## config.mk

```make
export PLATFORM = sky130hd
export DESIGN_NAME = fuse_trim_calibration_store
export DESIGN_NICKNAME = d
export VERILOG_FILES = /design/src/pkg/fuse_store_pkg.sv /design/src/pkg/cal_sel_if.sv /design/src/design/cal_const_select.sv /design/src/design/fuse_trim_calibration_store.sv
export SDC_FILE = /design/constraint.sdc
export NUM_CORES = 1
export LEC_CHECK = 0
export ABC_AREA = 1
export BUFFER_PORTS_ARGS = -buffer_cell sky130_fd_sc_hd__buf_2
export CAP_MARGIN = 0
export CORE_AREA = 4 4 224 226
export CTS_CLUSTER_SIZE = 20
export DETAILED_ROUTE_END_ITERATION = 16
export DIE_AREA = 0 0 228 230
export PLACE_DENSITY_LB_ADDON = 0.25
export SLEW_MARGIN = 20
export SYNTH_ARGS = -nofsm -noshare
export SYNTH_HDL_FRONTEND = slang
export SYNTH_SLANG_ARGS = --single-unit
```

## constraint.sdc

```tcl
create_clock -name clock_i -period 13.4 [get_ports clock_i]
set_clock_uncertainty 0.15 [all_clocks]
set_input_delay 2.68 -clock clock_i [delete_from_list [all_inputs] [get_ports clock_i]]
set_output_delay 2.68 -clock clock_i [all_outputs]
set_load 0.05 [all_outputs]
```

## src/pkg/fuse_store_pkg.sv

```systemverilog
// constants and types shared by the fuse, trim and calibration store
package fuse_store_pkg;

    // ==========================================================
    // fuse array layout
    localparam int FUSE_W      = 188;
    localparam int SPARE_LSB   = 183;
    localparam int SPARE_W     = 5;
    localparam int TRIM_F_LSB  = 163;
    localparam int CAL_F_LSB   = 53;
    localparam int USER_LSB    = 0;
    localparam int USER_W      = 53;

    // ==========================================================
    // working register widths and field positions
    localparam int CAL_W       = 110;
    localparam int TRIM_W      = 20;
    localparam int CONST_W     = 11;
    localparam int NUM_CONST   = 10;
    localparam int NUM_GAIN    = 4;
    localparam int TRIM_SUB_W  = 5;
    localparam int TRIMC_LSB   = 15;
    localparam int TRIMA_LSB   = 10;
    localparam int TRIMBV_LSB  = 5;
    localparam int TRIMBTC_LSB = 0;

    // ==========================================================
    // reset and default contents
    localparam logic [SPARE_W-1:0]    SPARE_DEFAULT   = 5'h0f;
    localparam logic [CONST_W-1:0]    CONST_NOMINAL   = 11'h60c;
    localparam logic [CONST_W-1:0]    CONST_FULL      = 11'h7ff;
    localparam logic [CONST_W-1:0]    CONST_ZERO      = 11'h000;
    localparam logic [CAL_W-1:0]      CAL_DEFAULT     = {CONST_NOMINAL, CONST_NOMINAL,
                                                         CONST_NOMINAL, CONST_ZERO,
                                                         CONST_NOMINAL, CONST_FULL,
                                                         CONST_FULL, CONST_NOMINAL,
                                                         CONST_NOMINAL, CONST_NOMINAL};
    localparam logic [TRIM_SUB_W-1:0] TRIMC_DEFAULT   = 5'h04;
    localparam logic [TRIM_SUB_W-1:0] TRIMA_DEFAULT   = 5'h00;
    localparam logic [TRIM_SUB_W-1:0] TRIMBV_DEFAULT  = 5'h10;
    localparam logic [TRIM_SUB_W-1:0] TRIMBTC_DEFAULT = 5'h11;
    localparam logic [TRIM_W-1:0]     TRIM_DEFAULT    = {TRIMC_DEFAULT, TRIMA_DEFAULT,
                                                         TRIMBV_DEFAULT, TRIMBTC_DEFAULT};
    localparam logic [USER_W-1:0]     USER_DEFAULT    = 53'h0;

    // ==========================================================
    // channel configuration fields
    localparam int CFG_W        = 17;
    localparam int CFG_PATH_BIT = 9;
    localparam int CFG_GAIN_LSB = 7;
    localparam int CFG_VSEL_LSB = 14;
    localparam logic [2:0] VSEL_LAST_STORED = 3'h5;

    // ==========================================================
    // correction arithmetic
    localparam int RES_W      = 16;
    localparam int CORR_SHIFT = 10;

    // ==========================================================
    // serial target and power-up load states
    typedef enum logic [1:0] {
        SEL_CAL  = 2'b00,
        SEL_TRIM = 2'b01,
        SEL_NONE = 2'b10,
        SEL_FUSE = 2'b11
    } reg_sel_type;

    typedef enum logic [1:0] {
        LD_IDLE = 2'b00,
        LD_COPY = 2'b01,
        LD_DONE = 2'b11
    } load_state_type;

endpackage

```

## src/pkg/cal_sel_if.sv

```systemverilog
// carrier between the store and the calibration constant chooser
`timescale 1ns/1ps
`default_nettype none
interface cal_sel_if;
    import fuse_store_pkg::*;
    logic [CAL_W-1:0]   cal_bank;
    logic               path_sel;
    logic [1:0]         gain;
    logic [2:0]         vsel;
    logic [CONST_W-1:0] sel_const;

    modport chooser (input cal_bank, input path_sel, input gain, input vsel,
                     output sel_const);
    modport user    (output cal_bank, output path_sel, output gain, output vsel,
                     input sel_const);
endinterface // cal_sel_if
`default_nettype wire

```

## src/design/cal_const_select.sv

```systemverilog
// picks one calibration constant out of the packed bank, or CONST_NOMINAL for voltage selectors 6 and 7
`timescale 1ns/1ps
`default_nettype none
module cal_const_select
(
    cal_sel_if.chooser sel
);
    import fuse_store_pkg::*;

    // ==========================================================
    // selection
    always_comb
    begin
        int idx;
        idx = 0;
        if (sel.path_sel)
        begin
            idx = int'(sel.gain);
            sel.sel_const = sel.cal_bank[CAL_W-1-idx*CONST_W -: CONST_W];
        end
        else if (sel.vsel > VSEL_LAST_STORED)
        begin
            sel.sel_const = CONST_NOMINAL;
        end
        else
        begin
            idx = NUM_GAIN + int'(sel.vsel);
            sel.sel_const = sel.cal_bank[CAL_W-1-idx*CONST_W -: CONST_W];
        end
    end
endmodule // cal_const_select
`default_nettype wire

```

## src/design/fuse_trim_calibration_store.sv

```systemverilog
// fuse array, power-up loader, trim and calibration registers, correction
// ==========================================================
`timescale 1ns/1ps
`default_nettype none
module fuse_trim_calibration_store
#(
    parameter logic [fuse_store_pkg::USER_W-1:0] USER_CONTENT = fuse_store_pkg::USER_DEFAULT,
    parameter logic [4:0]                        TRIMA_FACTORY = fuse_store_pkg::TRIMA_DEFAULT
)
(
    input  wire logic                                clock_i,
    input  wire logic                                rst_i,
    input  wire fuse_store_pkg::reg_sel_type         ser_sel_i,
    input  wire logic                                ser_capture_i,
    input  wire logic                                ser_shift_i,
    input  wire logic                                serial_data_in_i,
    input  wire logic                                ser_update_i,
    input  wire logic [fuse_store_pkg::CFG_W-1:0]    chan_a_config_i,
    input  wire logic [fuse_store_pkg::CFG_W-1:0]    chan_b_config_i,
    input  wire logic                                meas_chan_b_i,
    input  wire logic                                raw_valid_i,
    input  wire logic [fuse_store_pkg::RES_W-1:0]    raw_result_i,
    output logic                                     serial_data_out_o,
    output logic                                     loaded_o,
    output logic [fuse_store_pkg::CONST_W-1:0]       cal_const_o,
    output logic [fuse_store_pkg::CAL_W-1:0]         calibration_constants_o,
    output logic [fuse_store_pkg::TRIM_W-1:0]        trim_values_o,
    output logic                                     cur_switch_o,
    output logic                                     corr_valid_o,
    output logic [fuse_store_pkg::RES_W-1:0]         corr_result_o
);
    import fuse_store_pkg::*;

    // ==========================================================
    // fuse content: a constant, nothing in this block can write it
    localparam logic [TRIM_W-1:0] TRIM_FUSED = {TRIMC_DEFAULT, TRIMA_FACTORY,
                                                TRIMBV_DEFAULT, TRIMBTC_DEFAULT};
    localparam logic [FUSE_W-1:0] FUSE_CONTENT = {SPARE_DEFAULT, TRIM_FUSED,
                                                  CAL_DEFAULT, USER_CONTENT};

    // ==========================================================
    // state
    typedef struct packed {
        load_state_type      ld;
        logic [CAL_W-1:0]    cal;
        logic [TRIM_W-1:0]   trim;
        logic [FUSE_W-1:0]   shift;
        reg_sel_type         shsel;
        logic [CONST_W-1:0]  cconst;
        logic                sw;
        logic                cvalid;
        logic [RES_W-1:0]    corr;
        logic                sdo;
    } store_type;

    store_type state_r;
    store_type state_nxt;

    localparam store_type STORE_RESET = '{ld: LD_IDLE, cal: CAL_DEFAULT, trim: TRIM_DEFAULT,
                                          shift: '0, shsel: SEL_NONE, cconst: CONST_ZERO,
                                          sw: 1'b0, cvalid: 1'b0, corr: '0, sdo: 1'b0};

    // ==========================================================
    // selection inputs from the active channel
    cal_sel_if sel_bus ();

    logic [CFG_W-1:0]       act_cfg;
    logic                   path_eff;
    logic [2*RES_W-1:0]     product;
    logic [RES_W:0]         scaled;
    logic [26:0]            corr_ref;

    assign act_cfg  = meas_chan_b_i ? chan_b_config_i : chan_a_config_i;
    // channel B is forced onto the voltage path even if its bit is set
    assign path_eff = act_cfg[CFG_PATH_BIT] & ~meas_chan_b_i;

    assign sel_bus.cal_bank = state_r.cal;
    assign sel_bus.path_sel = path_eff;
    assign sel_bus.gain     = act_cfg[CFG_GAIN_LSB +: 2];
    assign sel_bus.vsel     = act_cfg[CFG_VSEL_LSB +: 3];

    cal_const_select chooser
    (
        .sel (sel_bus.chooser)
    );

    assign product = {{(RES_W-CONST_W){1'b0}}, sel_bus.sel_const} * raw_result_i;
    assign scaled  = product[CORR_SHIFT +: RES_W+1];
    // reference for the checks only, built apart from the saturating path
    assign corr_ref = ({{CONST_W{1'b0}}, raw_result_i} * {{RES_W{1'b0}}, sel_bus.sel_const})
                      >> CORR_SHIFT;

    // ==========================================================
    // next state
    always_comb
    begin
        state_nxt        = state_r;
        state_nxt.cvalid = 1'b0;

        case (state_r.ld)
            LD_IDLE:
            begin
                state_nxt.ld = LD_COPY;
            end
            LD_COPY:
            begin
                // fuse fields are copied, never written back
                state_nxt.cal  = FUSE_CONTENT[CAL_F_LSB +: CAL_W];
                state_nxt.trim = FUSE_CONTENT[TRIM_F_LSB +: TRIM_W];
                state_nxt.ld   = LD_DONE;
            end
            LD_DONE:
            begin
                state_nxt.ld = LD_DONE;
            end
            default:
            begin
                state_nxt.ld = LD_IDLE;
            end
        endcase

        // serial access; updates are ignored until the power-up load has finished
        if (ser_capture_i)
        begin
            state_nxt.shsel = ser_sel_i;
            case (ser_sel_i)
                SEL_CAL:  state_nxt.shift = {{(FUSE_W-CAL_W){1'b0}}, state_r.cal};
                SEL_TRIM: state_nxt.shift = {{(FUSE_W-TRIM_W){1'b0}}, state_r.trim};
                SEL_FUSE: state_nxt.shift = FUSE_CONTENT;
                default:  state_nxt.shift = '0;
            endcase
        end
        else if (ser_shift_i)
        begin
            // msb leaves first, new bit enters at the bottom
            state_nxt.shift = {state_r.shift[FUSE_W-2:0], serial_data_in_i};
        end

        if (ser_update_i && !ser_capture_i && state_r.ld == LD_DONE)
        begin
            case (state_r.shsel)
                SEL_CAL:  state_nxt.cal  = state_r.shift[CAL_W-1:0];
                SEL_TRIM: state_nxt.trim = state_r.shift[TRIM_W-1:0];
                default:  state_nxt.cal  = state_r.cal;
            endcase
        end

        case (state_nxt.shsel)
            SEL_CAL:  state_nxt.sdo = state_nxt.shift[CAL_W-1];
            SEL_TRIM: state_nxt.sdo = state_nxt.shift[TRIM_W-1];
            SEL_FUSE: state_nxt.sdo = state_nxt.shift[FUSE_W-1];
            default:  state_nxt.sdo = 1'b0;
        endcase

        state_nxt.cconst = sel_bus.sel_const;
        state_nxt.sw     = path_eff;

        if (raw_valid_i)
        begin
            // saturate rather than wrap: a large constant must not fold a result
            state_nxt.cvalid = 1'b1;
            state_nxt.corr   = scaled[RES_W] ? {RES_W{1'b1}} : scaled[RES_W-1:0];
        end
    end

    // ==========================================================
    // registers
    always_ff @(posedge clock_i or posedge rst_i)
    begin
        if (rst_i)
        begin
            state_r <= STORE_RESET;
        end
        else
        begin
            state_r <= state_nxt;
        end
    end

    assign serial_data_out_o       = state_r.sdo;
    assign loaded_o                = (state_r.ld == LD_DONE);
    assign cal_const_o             = state_r.cconst;
    assign calibration_constants_o = state_r.cal;
    assign trim_values_o           = state_r.trim;
    assign cur_switch_o            = state_r.sw;
    assign corr_valid_o            = state_r.cvalid;
    assign corr_result_o           = state_r.corr;

    // ==========================================================
    // checks
    a_cal_default: assert property (@(posedge clock_i) disable iff (rst_i)
        (state_r.ld == LD_IDLE) |-> (state_r.cal == CAL_DEFAULT && state_r.cal[76:66] == 11'h000))
        else $error("calibration register not at defaults before load");

    a_load_cal: assert property (@(posedge clock_i) disable iff (rst_i)
        (state_r.ld == LD_COPY) |=> (state_r.cal == FUSE_CONTENT[162:53] && loaded_o))
        else $error("fuse calibration field not copied at power-up");

    a_load_trim: assert property (@(posedge clock_i) disable iff (rst_i)
        (state_r.ld == LD_COPY) |=> (state_r.trim == FUSE_CONTENT[182:163]))
        else $error("fuse trim field not loaded at power-up");

    a_trim_default: assert property (@(posedge clock_i) disable iff (rst_i)
        (state_r.ld == LD_IDLE) |-> (state_r.trim[19:15] == 5'h04 && state_r.trim[9:5] == 5'h10
                                     && state_r.trim[4:0] == 5'h11))
        else $error("trim defaults wrong");

    a_spare_field: assert property (@(posedge clock_i) disable iff (rst_i)
        ser_capture_i && ser_sel_i == SEL_FUSE |=> state_r.shift[187:183] == 5'h0f)
        else $error("spare fuse bits not hex F");

    a_cal_write: assert property (@(posedge clock_i) disable iff (rst_i)
        (ser_update_i && !ser_capture_i && loaded_o && state_r.shsel == SEL_CAL)
        |=> (state_r.cal == $past(state_r.shift[109:0])))
        else $error("serial write to calibration register lost");

    a_trim_write: assert property (@(posedge clock_i) disable iff (rst_i)
        (ser_update_i && !ser_capture_i && loaded_o && state_r.shsel == SEL_TRIM)
        |=> (state_r.trim == $past(state_r.shift[19:0])))
        else $error("serial write to trim register lost");

    a_fuse_intact: assert property (@(posedge clock_i) disable iff (rst_i)
        (ser_update_i && !ser_capture_i && loaded_o && state_r.shsel == SEL_FUSE)
        |=> (state_r.cal == $past(state_r.cal) && state_r.trim == $past(state_r.trim)))
        else $error("update against the fuse target changed a register");

    a_gain_pick: assert property (@(posedge clock_i) disable iff (rst_i)
        (path_eff && act_cfg[8:7] == 2'b00) |=> (cal_const_o == $past(state_r.cal[109:99])))
        else $error("gain code 0 did not pick current gain constant 1");

    a_volt_pick: assert property (@(posedge clock_i) disable iff (rst_i)
        (!path_eff && act_cfg[16:14] == 3'h5) |=> (cal_const_o == $past(state_r.cal[10:0])))
        else $error("selector 5 did not pick voltage constant 5");

    a_fixed_const: assert property (@(posedge clock_i) disable iff (rst_i)
        (!path_eff && act_cfg[16:15] == 2'b11) |=> (cal_const_o == 11'h60c))
        else $error("selector 6 or 7 did not give 1548");

    a_chan_b_volt: assert property (@(posedge clock_i) disable iff (rst_i)
        meas_chan_b_i |=> !cur_switch_o)
        else $error("channel B closed the current switch");

    a_corr_result: assert property (@(posedge clock_i) disable iff (rst_i)
        raw_valid_i |=> corr_valid_o && (corr_result_o == (($past(corr_ref) > 27'h000ffff) ?
                        16'hffff : $past(corr_ref[15:0]))))
        else $error("measurement not corrected with selected constant");

    a_gain_last: assert property (@(posedge clock_i) disable iff (rst_i)
        (path_eff && act_cfg[8:7] == 2'b11) |=> (cal_const_o == $past(state_r.cal[76:66])))
        else $error("gain code 3 did not pick current gain constant 4");

    a_volt_first: assert property (@(posedge clock_i) disable iff (rst_i)
        (!path_eff && act_cfg[16:14] == 3'h0) |=> (cal_const_o == $past(state_r.cal[65:55])))
        else $error("selector 0 did not pick voltage constant 0");

    a_chan_a_path: assert property (@(posedge clock_i) disable iff (rst_i)
        (!meas_chan_b_i && chan_a_config_i[9]) |=> cur_switch_o)
        else $error("current path bit did not close the current switch");

    a_trim_first: assert property (@(posedge clock_i) disable iff (rst_i)
        (ser_capture_i && ser_sel_i == SEL_TRIM)
        |=> (serial_data_out_o == $past(state_r.trim[19])))
        else $error("trim read did not start with its top bit");

    a_fuse_shift: assert property (@(posedge clock_i) disable iff (rst_i)
        (ser_shift_i && !ser_capture_i && state_r.shsel == SEL_FUSE)
        |=> (serial_data_out_o == $past(state_r.shift[186])))
        else $error("fuse read bit order broken");

    a_regs_hold: assert property (@(posedge clock_i) disable iff (rst_i)
        (loaded_o && !ser_update_i)
        |=> (state_r.cal == $past(state_r.cal) && state_r.trim == $past(state_r.trim)))
        else $error("register changed without a serial update");

    a_load_stays: assert property (@(posedge clock_i) disable iff (rst_i)
        loaded_o |=> loaded_o)
        else $error("power-up load flag dropped");

    a_valid_idle: assert property (@(posedge clock_i) disable iff (rst_i)
        !raw_valid_i |=> !corr_valid_o)
        else $error("result flagged without a measurement");

endmodule // fuse_trim_calibration_store
`default_nettype wire

```

==> results of run 1 <==
-- synthesized netlist by cell type (3+ instances only) --
master and instances:
a211oi_1 7, a21o_1 4, a21oi_1 153, a21oi_2 10
a221oi_1 15, a22oi_1 3, a311o_1 4, a311oi_1 5
a31oi_1 54, a32oi_1 6, buf_1 30, buf_2 44
buf_4 167, buf_6 15, clkbuf_1 154, clkinv_1 15
dfrtp_1 297, dfstp_2 55, fa_1 125, ha_1 79
inv_1 538, inv_2 5, nand2_1 592, nand2_2 4
nand3_1 507, nand3_2 4, nand3b_1 5, nor2_1 293
nor3_1 17, o2111ai_1 8, o211ai_1 37, o21a_1 7
o21ai_0 229, o21ai_1 11, o221ai_1 93, o22ai_1 191
o311ai_0 8, o31ai_1 4, or2_2 6, xnor2_1 9
xor2_1 10
-- metal layers --
metal / vias up / part of all wire, %
li1: 12675 / -
met1: 12916 / 43
met2: 1451 / 43
met3: 212 / 9.7
met4: 0 / 4.1
met5: - / 0
-- cells by family after synthesis --
| group | count (synthesis) | synth area share, % |
|---|---|---|
| fa+ha+maj | 204 | 12.20 |
| compound gates | 867 | 19.02 |
| buf+inv | 970 | 15.55 |
| simple gates | 1439 | 21.59 |
| flops | 352 | 31.02 |
| xor+xnor | 19 | 0.5816 |
| mux | 1 | 0.03498 |
-- final cells by class --
class / instances / area (µm²) / share of cell area [%]
Sequential cell: 352 / 8877 / 29.23
Timing Repair Buffer: 308 / 1882 / 6.195
Inverter: 559 / 2115 / 6.962
Clock inverter: 17 / 251.5 / 0.8280
Clock buffer: 54 / 1102 / 3.629
Tap cell: 622 / 778.2 / 2.562
Multi-Input combinational cell: 2530 / 15370 / 50.59
Antenna cell: 1 / 2.502 / 0.008239
-- critical path: cells and delay by family --
kind                     cells  cell delay [ps]
AO/OA/AOI/OAI               10             1870
AND/OR/NAND/NOR             10             2000
XOR/XNOR                     1              220
buffers and inverters       14             1690
adder cells (fa/ha/maj)     10             4360
-- through the flow --
step / cells / hold slack [ps]
2_1_floorplan: 3852 / 293.2
3_3_place_gp: 4371 / 252.8
3_5_place_dp: 4371 / 269.1
4_1_cts: 4442 / 278.8
5_1_grt: 4442 / 300.4
6_report: 4443 / 271.0
-- placed cells by master, fill, tap and decap left out, drive strengths merged, types with 79 or more instances in the layout --
cell type	synthesis	routed
a21oi	164	164
buf	257	308
dfrtp	297	297
fa	125	125
ha	79	79
inv	544	550
nand2	597	597
nand3	511	511
nor2	295	295
o21ai	241	241
o221ai	93	93
o22ai	191	191
-- state kept, by name, summed over array words and instances, names as in the netlist --
register / cells
state_r: 192
cal_const_o: 11
cur_switch_o: 1
corr_valid_o: 1
calibration_constants_o: 110
trim_values_o: 20
corr_result_o: 16
serial_data_out_o: 1
-- path summary, 6_finish.rpt --
kind / start / endpoint / slack [ps] / cells past startpoint
hold / removal: state_r[350]$_DFF_PP0_ / state_r[351]$_DFF_PP0_ / 270 / 0
max in group asynchronous: rst_i / state_r[166]$_DFFE_PP0P_ / 9450 / 3
min in group asynchronous: rst_i / trim_values_o[13]$_DFF_PP0_ / 2130 / 2
setup / recovery: meas_chan_b_i / corr_result_o[10]$_DFFE_PP0P_ / 810 / 45
hold reg to reg: state_r[350]$_DFF_PP0_ / state_r[351]$_DFF_PP0_ / 270 / 0
setup reg to reg: calibration_constants_o[20]$_DFFE_PP1P_ / corr_result_o[10]$_DFFE_PP0P_ / 5790 / 32
==> metrics.md, run 1 <==
| Metric | Value |
|---|---|
| Post-Syn Instances | `3852` |
| Final Max Tran Viols | `0` |
| Vias per std cell | `slightly above 6` |
| Max FO, Critical Path | `52` |
| Routed vias | `27254` |
| Gr busiest metal | `met1` |
| Post-route ant nets | `0` |
| M3 GR Usage | `6.083%` |
| CP max stage delay | `590 ps` |
| Clk buf depth | `3` |
| Synth top area share | `25.97%` |
| DP Area | `just under 30000 µm²` |
| Core area | `48340 µm²` |
| Max H-tree Level | `2` |
| Global-route met1 utilization | `49.82%` |
| First-pass GRT wire length | `143.5 mm` |
| Pre-CTS setup slack | `407.1 ps` |
| Wire per inst | `20.24 µm` |
| Worst EP required | `13680 ps` |
| Vias in the first global route | `25230` |
| CTS tree | `built` |
| Global Route met2 Usage | `49.52%` |
| Final setup violation count | `0` |
| TritonCTS Buffers | `39` |
| Port bufs | `197` |
| Library cells used by synthesis | `63` |
| Top Ports | `about 220` |
| Status | `finished clean` |
| Hold_buf cts | `0` |
| Fmax achieved | `0.07943 GHz` |
| Post-synthesis sequential area ratio | `31.02%` |
| Synth Cell Area | `28610 µm²` |
| GR Util All Layers | `33.62%` |
| Initial Util | `59.19%` |
| Final Cycle Share | `93.95%` |
| DR iter-0 viols | `3497` |
| Die Ht | `between 200 and 250 µm` |
| Share of cells above drive strength 1 | `between 10% and 20%` |
| Worst skew pair latency | `560 ps` |
| DP HPWL | `64.72 mm` |
| Critical Path AT | `about 13000 ps` |
| Row count | `81` |
| Main area contributors after synthesis | `dfrtp_1 (26%), nand3_1 (8.9%), fa_1 (8.7%), nand2_1 (7.8%), inv_1 (7.1%)` |
| Startpoint types | `input port` |
| Final worst setup slack | `approximately 800 ps` |
| Total Routed Length | `89.92 mm` |
| GRT overflow | `0` |
| Postcts setup bufs | `0` |
| Min Clock Period, post-route | `around 13000 ps` |
| WS Path Type | `in2reg` |
| GPL Wtd Cong | `1.030` |
| P&R area growth vs syn | `6.152%` |
| Initial antenna violation count | `0` |
| Design area | `30370 µm²` |
| Slew HR | `27.64%` |
| Cell repeated most along the worst path | `inv_1` |
| Primary FF master, synth | `dfrtp_1` |
| Clk pin slew, worst setup/hold paths | `60 ps` |
| Drt drc | `0` |
| Layout Utilization | `between 60 and 70%` |
| Final net count | `around 4100` |
| FILL cells | `4361` |
| Final hold viol count | `0` |
| Total negative slack | `0 ps` |
| Post-synth EDFFs | `0` |
| Syn nets | `4116` |
| Largest net degree at the start of global routing | `145` |
| Post-synthesis async set-or-reset flop share | `100.0%` |
| Synthesized area per cell | `7.428 µm²` |
| Crit end category | `flop` |
| Tightest Pin Transition | `approximately 1100 ps` |
| Die Width | `228 µm` |
| MaxCap Viol Count | `0` |
| Clock Sinks | `352` |
| Synth warnings | `0` |
| Hold Crit Class | `reg2reg` |
| CP max stage cell | `fa_1` |
| RSZ-0062 raised after global routing | `no` |
| Yosys top cell by area | `dfrtp_1` |
| Yosys reg bits | `352` |
| Post_cts resized | `0` |
| First-pass DRT Iterations | `6` |
| Root Buffer | `clkbuf_16` |
| Full die area | `52440 µm²` |
Power of run 1 is left out: the tool's default activity adds up to more than one toggle a clock period on the data nets, which glitch-free logic cannot reach.
==> run 2: changes to the inputs <==
Settings changed: ABC_AREA 1 to unset, CORE_AREA 4 4 224 226 to 4 4 227 229, DIE_AREA 0 0 228 230 to 0 0 231 233.
==> metrics.md, run 2 <==
| Metric | Value |
|---|---|
| Final Max Tran Viols | `0 (unchanged)` |
| Library cells used by synthesis | `86 (+37%)` |
| Commonest non-fill, non-tap cells in the layout | `nand2_1 (475), mux2i_1 (378), dfrtp_1 (297), nor2_1 (263), o21ai_0 (246)` |
| Reg power frac | `19.3%` |
| Pre-CTS setup slack | `69.15 ps (-337.9 ps)` |
| Max FO, Critical Path | `17 (-67%)` |
| WHS Endpoint | `state_r[351]$_DFF_PP0_` |
| Tightest Pin Transition | `1072 ps (-13.31 ps)` |
| GPL Wtd Cong | `1.014 (-1.5%)` |
| Share of cells above drive strength 1 | `17.86% (+5.3 points)` |
| Clk buf depth | `3 (unchanged)` |
| Post-synthesis sequential area ratio | `30.08% (-0.94 points)` |
| Syn nets | `3499 (-15%)` |
| Register-to-Register Path Depth | `33 (+3.1%)` |
| Synthesized area per cell | `9.122 µm² (+23%)` |
| Core area | `49660 µm² (+2.7%)` |
| Largest register FFs | `192 (unchanged)` |
| Max H-tree Level | `2 (unchanged)` |
| Routed vias | `24493 (-10%)` |
| Power Dens Cells | `251.4 nW/µm²` |
| Reg2reg start | `calibration_constants_o[97]$_DFFE_PP1P_` |
| Leakage | `0.01461 µW` |
| Worst EP required | `13710 ps (+30 ps)` |
| DP HPWL | `65.49 mm (+1.2%)` |
| Critical Path AT | `13040 ps (+170 ps)` |
| Final Cycle Share | `95.02% (+1.1 points)` |
| Die Ht | `233 µm (+1.3%)` |
| Port bufs | `197 (unchanged)` |
| Clk pwr share | `14.1%` |
| Worst R2R Setup Slack | `4330 ps (-1460 ps)` |
| Min Clock Period, post-route | `12730 ps (+144.1 ps)` |
| Synth warnings | `0 (unchanged)` |
| Post-Syn Instances | `3235 (-16%)` |
| RSZ-0062 raised after global routing | `no` |
| Fmax achieved | `0.07853 GHz (-1.1%)` |
| Full die area | `53820 µm² (+2.6%)` |
| Synth Cell Area | `29510 µm² (+3.1%)` |
| Primary FF master, synth | `dfrtp_1` |
| Final hold viol count | `0 (unchanged)` |
| CP bufs+invs | `10 (-4)` |
| Clk pin slew, worst setup/hold paths | `60 ps (about the same)` |
| Area occupied by multi-input gates | `17910 µm² (+17%)` |
| Crit end category | `flop` |
| Post-synth EDFFs | `0 (unchanged)` |
| CP max stage delay | `560 ps (-30 ps)` |
| Commonest cells in the synthesized netlist | `nand2_1 (475), mux2i_1 (379), dfrtp_1 (297), nor2_1 (265), o21ai_0 (246)` |
| FF-to-FF End | `corr_result_o[4]$_DFFE_PP0P_` |
| First-pass GRT wire length | `143.4 mm (about the same)` |
| Clock Sinks | `352 (unchanged)` |
| Slew HR | `28.53% (+0.89 points)` |
| Worst skew pair latency | `590 ps (+30 ps)` |
| Layout Utilization | `63.68% (+0.85 points)` |
| Initial Util | `59.42% (+0.23 points)` |
| Hold_buf cts | `0 (unchanged)` |
| TritonCTS Buffers | `38 (-2.6%)` |
| Main area contributors after synthesis | `dfrtp_1 (25%), mux2i_1 (13%), fa_1 (8.5%), mux4_2 (7.0%), nand2_1 (6.0%)` |
| FILL cells | `4189 (-3.9%)` |
| First-pass DRT Iterations | `6 (unchanged)` |
| Cell repeated most along the worst path | `inv_1` |
| Drt drc | `0 (unchanged)` |
| Vias in the first global route | `24304 (-3.7%)` |
| Status | `finished clean` |
| Pint | `3965 µW` |
| MaxCap Viol Count | `0 (unchanged)` |
| Yosys top cell by area | `dfrtp_1` |
| Delay-heaviest family, CP | `adder cells` |
| WS Path Type | `in2reg` |
| Startpoint types | `input port` |
| GRT overflow | `0 (unchanged)` |
| Vias per std cell | `6.292 (+2.6%)` |
| Final setup violation count | `0 (unchanged)` |
| Hold Crit Class | `reg2reg` |
| CTS tree | `built` |
| Hold_sp | `state_r[350]$_DFF_PP0_` |
| Hold Path Depth | `0 (unchanged)` |
| Largest net degree at the start of global routing | `122 (-16%)` |
| Initial antenna violation count | `2 (+2)` |
| Switching fraction of total power | `50.12%` |
| Most flop-heavy register | `state_r` |
| Combinational power share | `66.6%` |
| Wire per inst | `23.46 µm (+16%)` |
| Top-count cell post-synth | `nand2_1` |
| Yosys reg bits | `352 (unchanged)` |
| DR iter-0 viols | `2561 (-27%)` |
| Final net count | `3455 (-15%)` |
| GR Util All Layers | `33.86% (+0.24 points)` |
| CP max stage cell | `fa_1` |
| P&R area growth vs syn | `7.170%` |
| Total negative slack | `0 ps (unchanged)` |
| Psw | `3985 µW` |
| Root Buffer | `clkbuf_16` |
| Sequential standard cell area | `8877 µm² (unchanged)` |
| Synth top area share | `25.19% (-0.79 points)` |
| Max VDD drop | `0.2595 mV` |
| Post-route ant nets | `0 (unchanged)` |
| Total design power | `7950 µW` |
| Post-synthesis async set-or-reset flop share | `100.0% (unchanged)` |
| Top Ports | `221 (unchanged)` |
| Final worst setup slack | `666.7 ps (-144.1 ps)` |
| Row count | `82 (+1.2%)` |
| Die Width | `231 µm (+1.3%)` |
| Total Routed Length | `91.32 mm (+1.6%)` |
| Most common cell after layout, fill and taps aside | `nand2_1` |
## run 2: cell types whose count changed after synthesis, moves of 24 or more
cell	change
nand2_1	-117
o221ai_1	-88
and2_1	+67
buf_2	-24
a211oi_1	+78
a21oi_1	-66
o22ai_1	-161
mux2i_1	+378
o211ai_1	-27
nor2_1	-28
mux4_2	+92
inv_1	-363
nor2b_1	+65
nand3_1	-491
## run 2: per-layer routing
metal / GRT usage [%] / vias up / wire length, µm
met5: 0 / - / 12
met4: 10.19 / 2 / 2963
met3: 7.431 / 191 / 7832
met2: 51.40 / 1087 / 40940
met1: 49.11 / 12265 / 39570
li1: - / 10948 / -
## run 2: how the worst max path moves through the flow
stage | slack [ps] | start | cells past startpoint | endpoint
after detailed placement | 70 | meas_chan_b_i | 43 | corr_result_o[10]$_DFFE_PP0P_
after global placement | 160 | meas_chan_b_i | 42 | corr_result_o[4]$_DFFE_PP0P_
final | 670 | meas_chan_b_i | 43 | corr_result_o[4]$_DFFE_PP0P_
after CTS | 620 | meas_chan_b_i | 42 | corr_result_o[10]$_DFFE_PP0P_
after floorplan | 30 | meas_chan_b_i | 47 | corr_result_o[4]$_DFFE_PP0P_
after global routing | 90 | meas_chan_b_i | 43 | corr_result_o[10]$_DFFE_PP0P_
## run 2: power groups by stage
stage	sequential (µW)	clock, µW	combinational, µW
2_1_floorplan	1400	0	3780
3_3_place_gp	1520	0	5120
3_5_place_dp	1530	0	5160
4_1_cts	1520	1140	5230
5_1_grt	1540	1190	5850
6_report	1530	1120	5290
## run 2: through the flow
step	area, µm²	hold WS (ps)	cells
global placement	30200	288.6	3818
global route	31620	364.9	3893
floorplan	29530	297.7	3235
detailed placement	30200	311.4	3818
finish	31620	331.8	3893
CTS	31550	331.4	3887
## run 2: repair_timing
action | CTS | global route
setup buffers | 0 | 3
endpoints found under the hold margin | 0 | 0
resized for setup | 0 | 3
endpoints found under the setup margin | 0 | 4
## run 2: cell type report
class / instances / area share, %
inverters: 180 / 2.180
diodes: 1 / 0.007913
repair buffers: 309 / 6.192
clock inverters: 13 / 0.8586
well taps: 672 / 2.659
multi-input cells: 2310 / 56.62
clock buffers: 56 / 3.410
flip-flops and latches: 352 / 28.07
## run 2: cells by family after synthesis
family,count (synthesis),synth area share (%)
buffers and inverters,573,9.638
and+or+nand+nor,1000,14.81
muxes,493,20.76
adders and majority gates,204,11.83
DFF,352,30.08
xor gates and xnor gates,15,0.4452
AOI/OAI and AO/OA,598,12.44
Power figures use the tool's default switching activity.
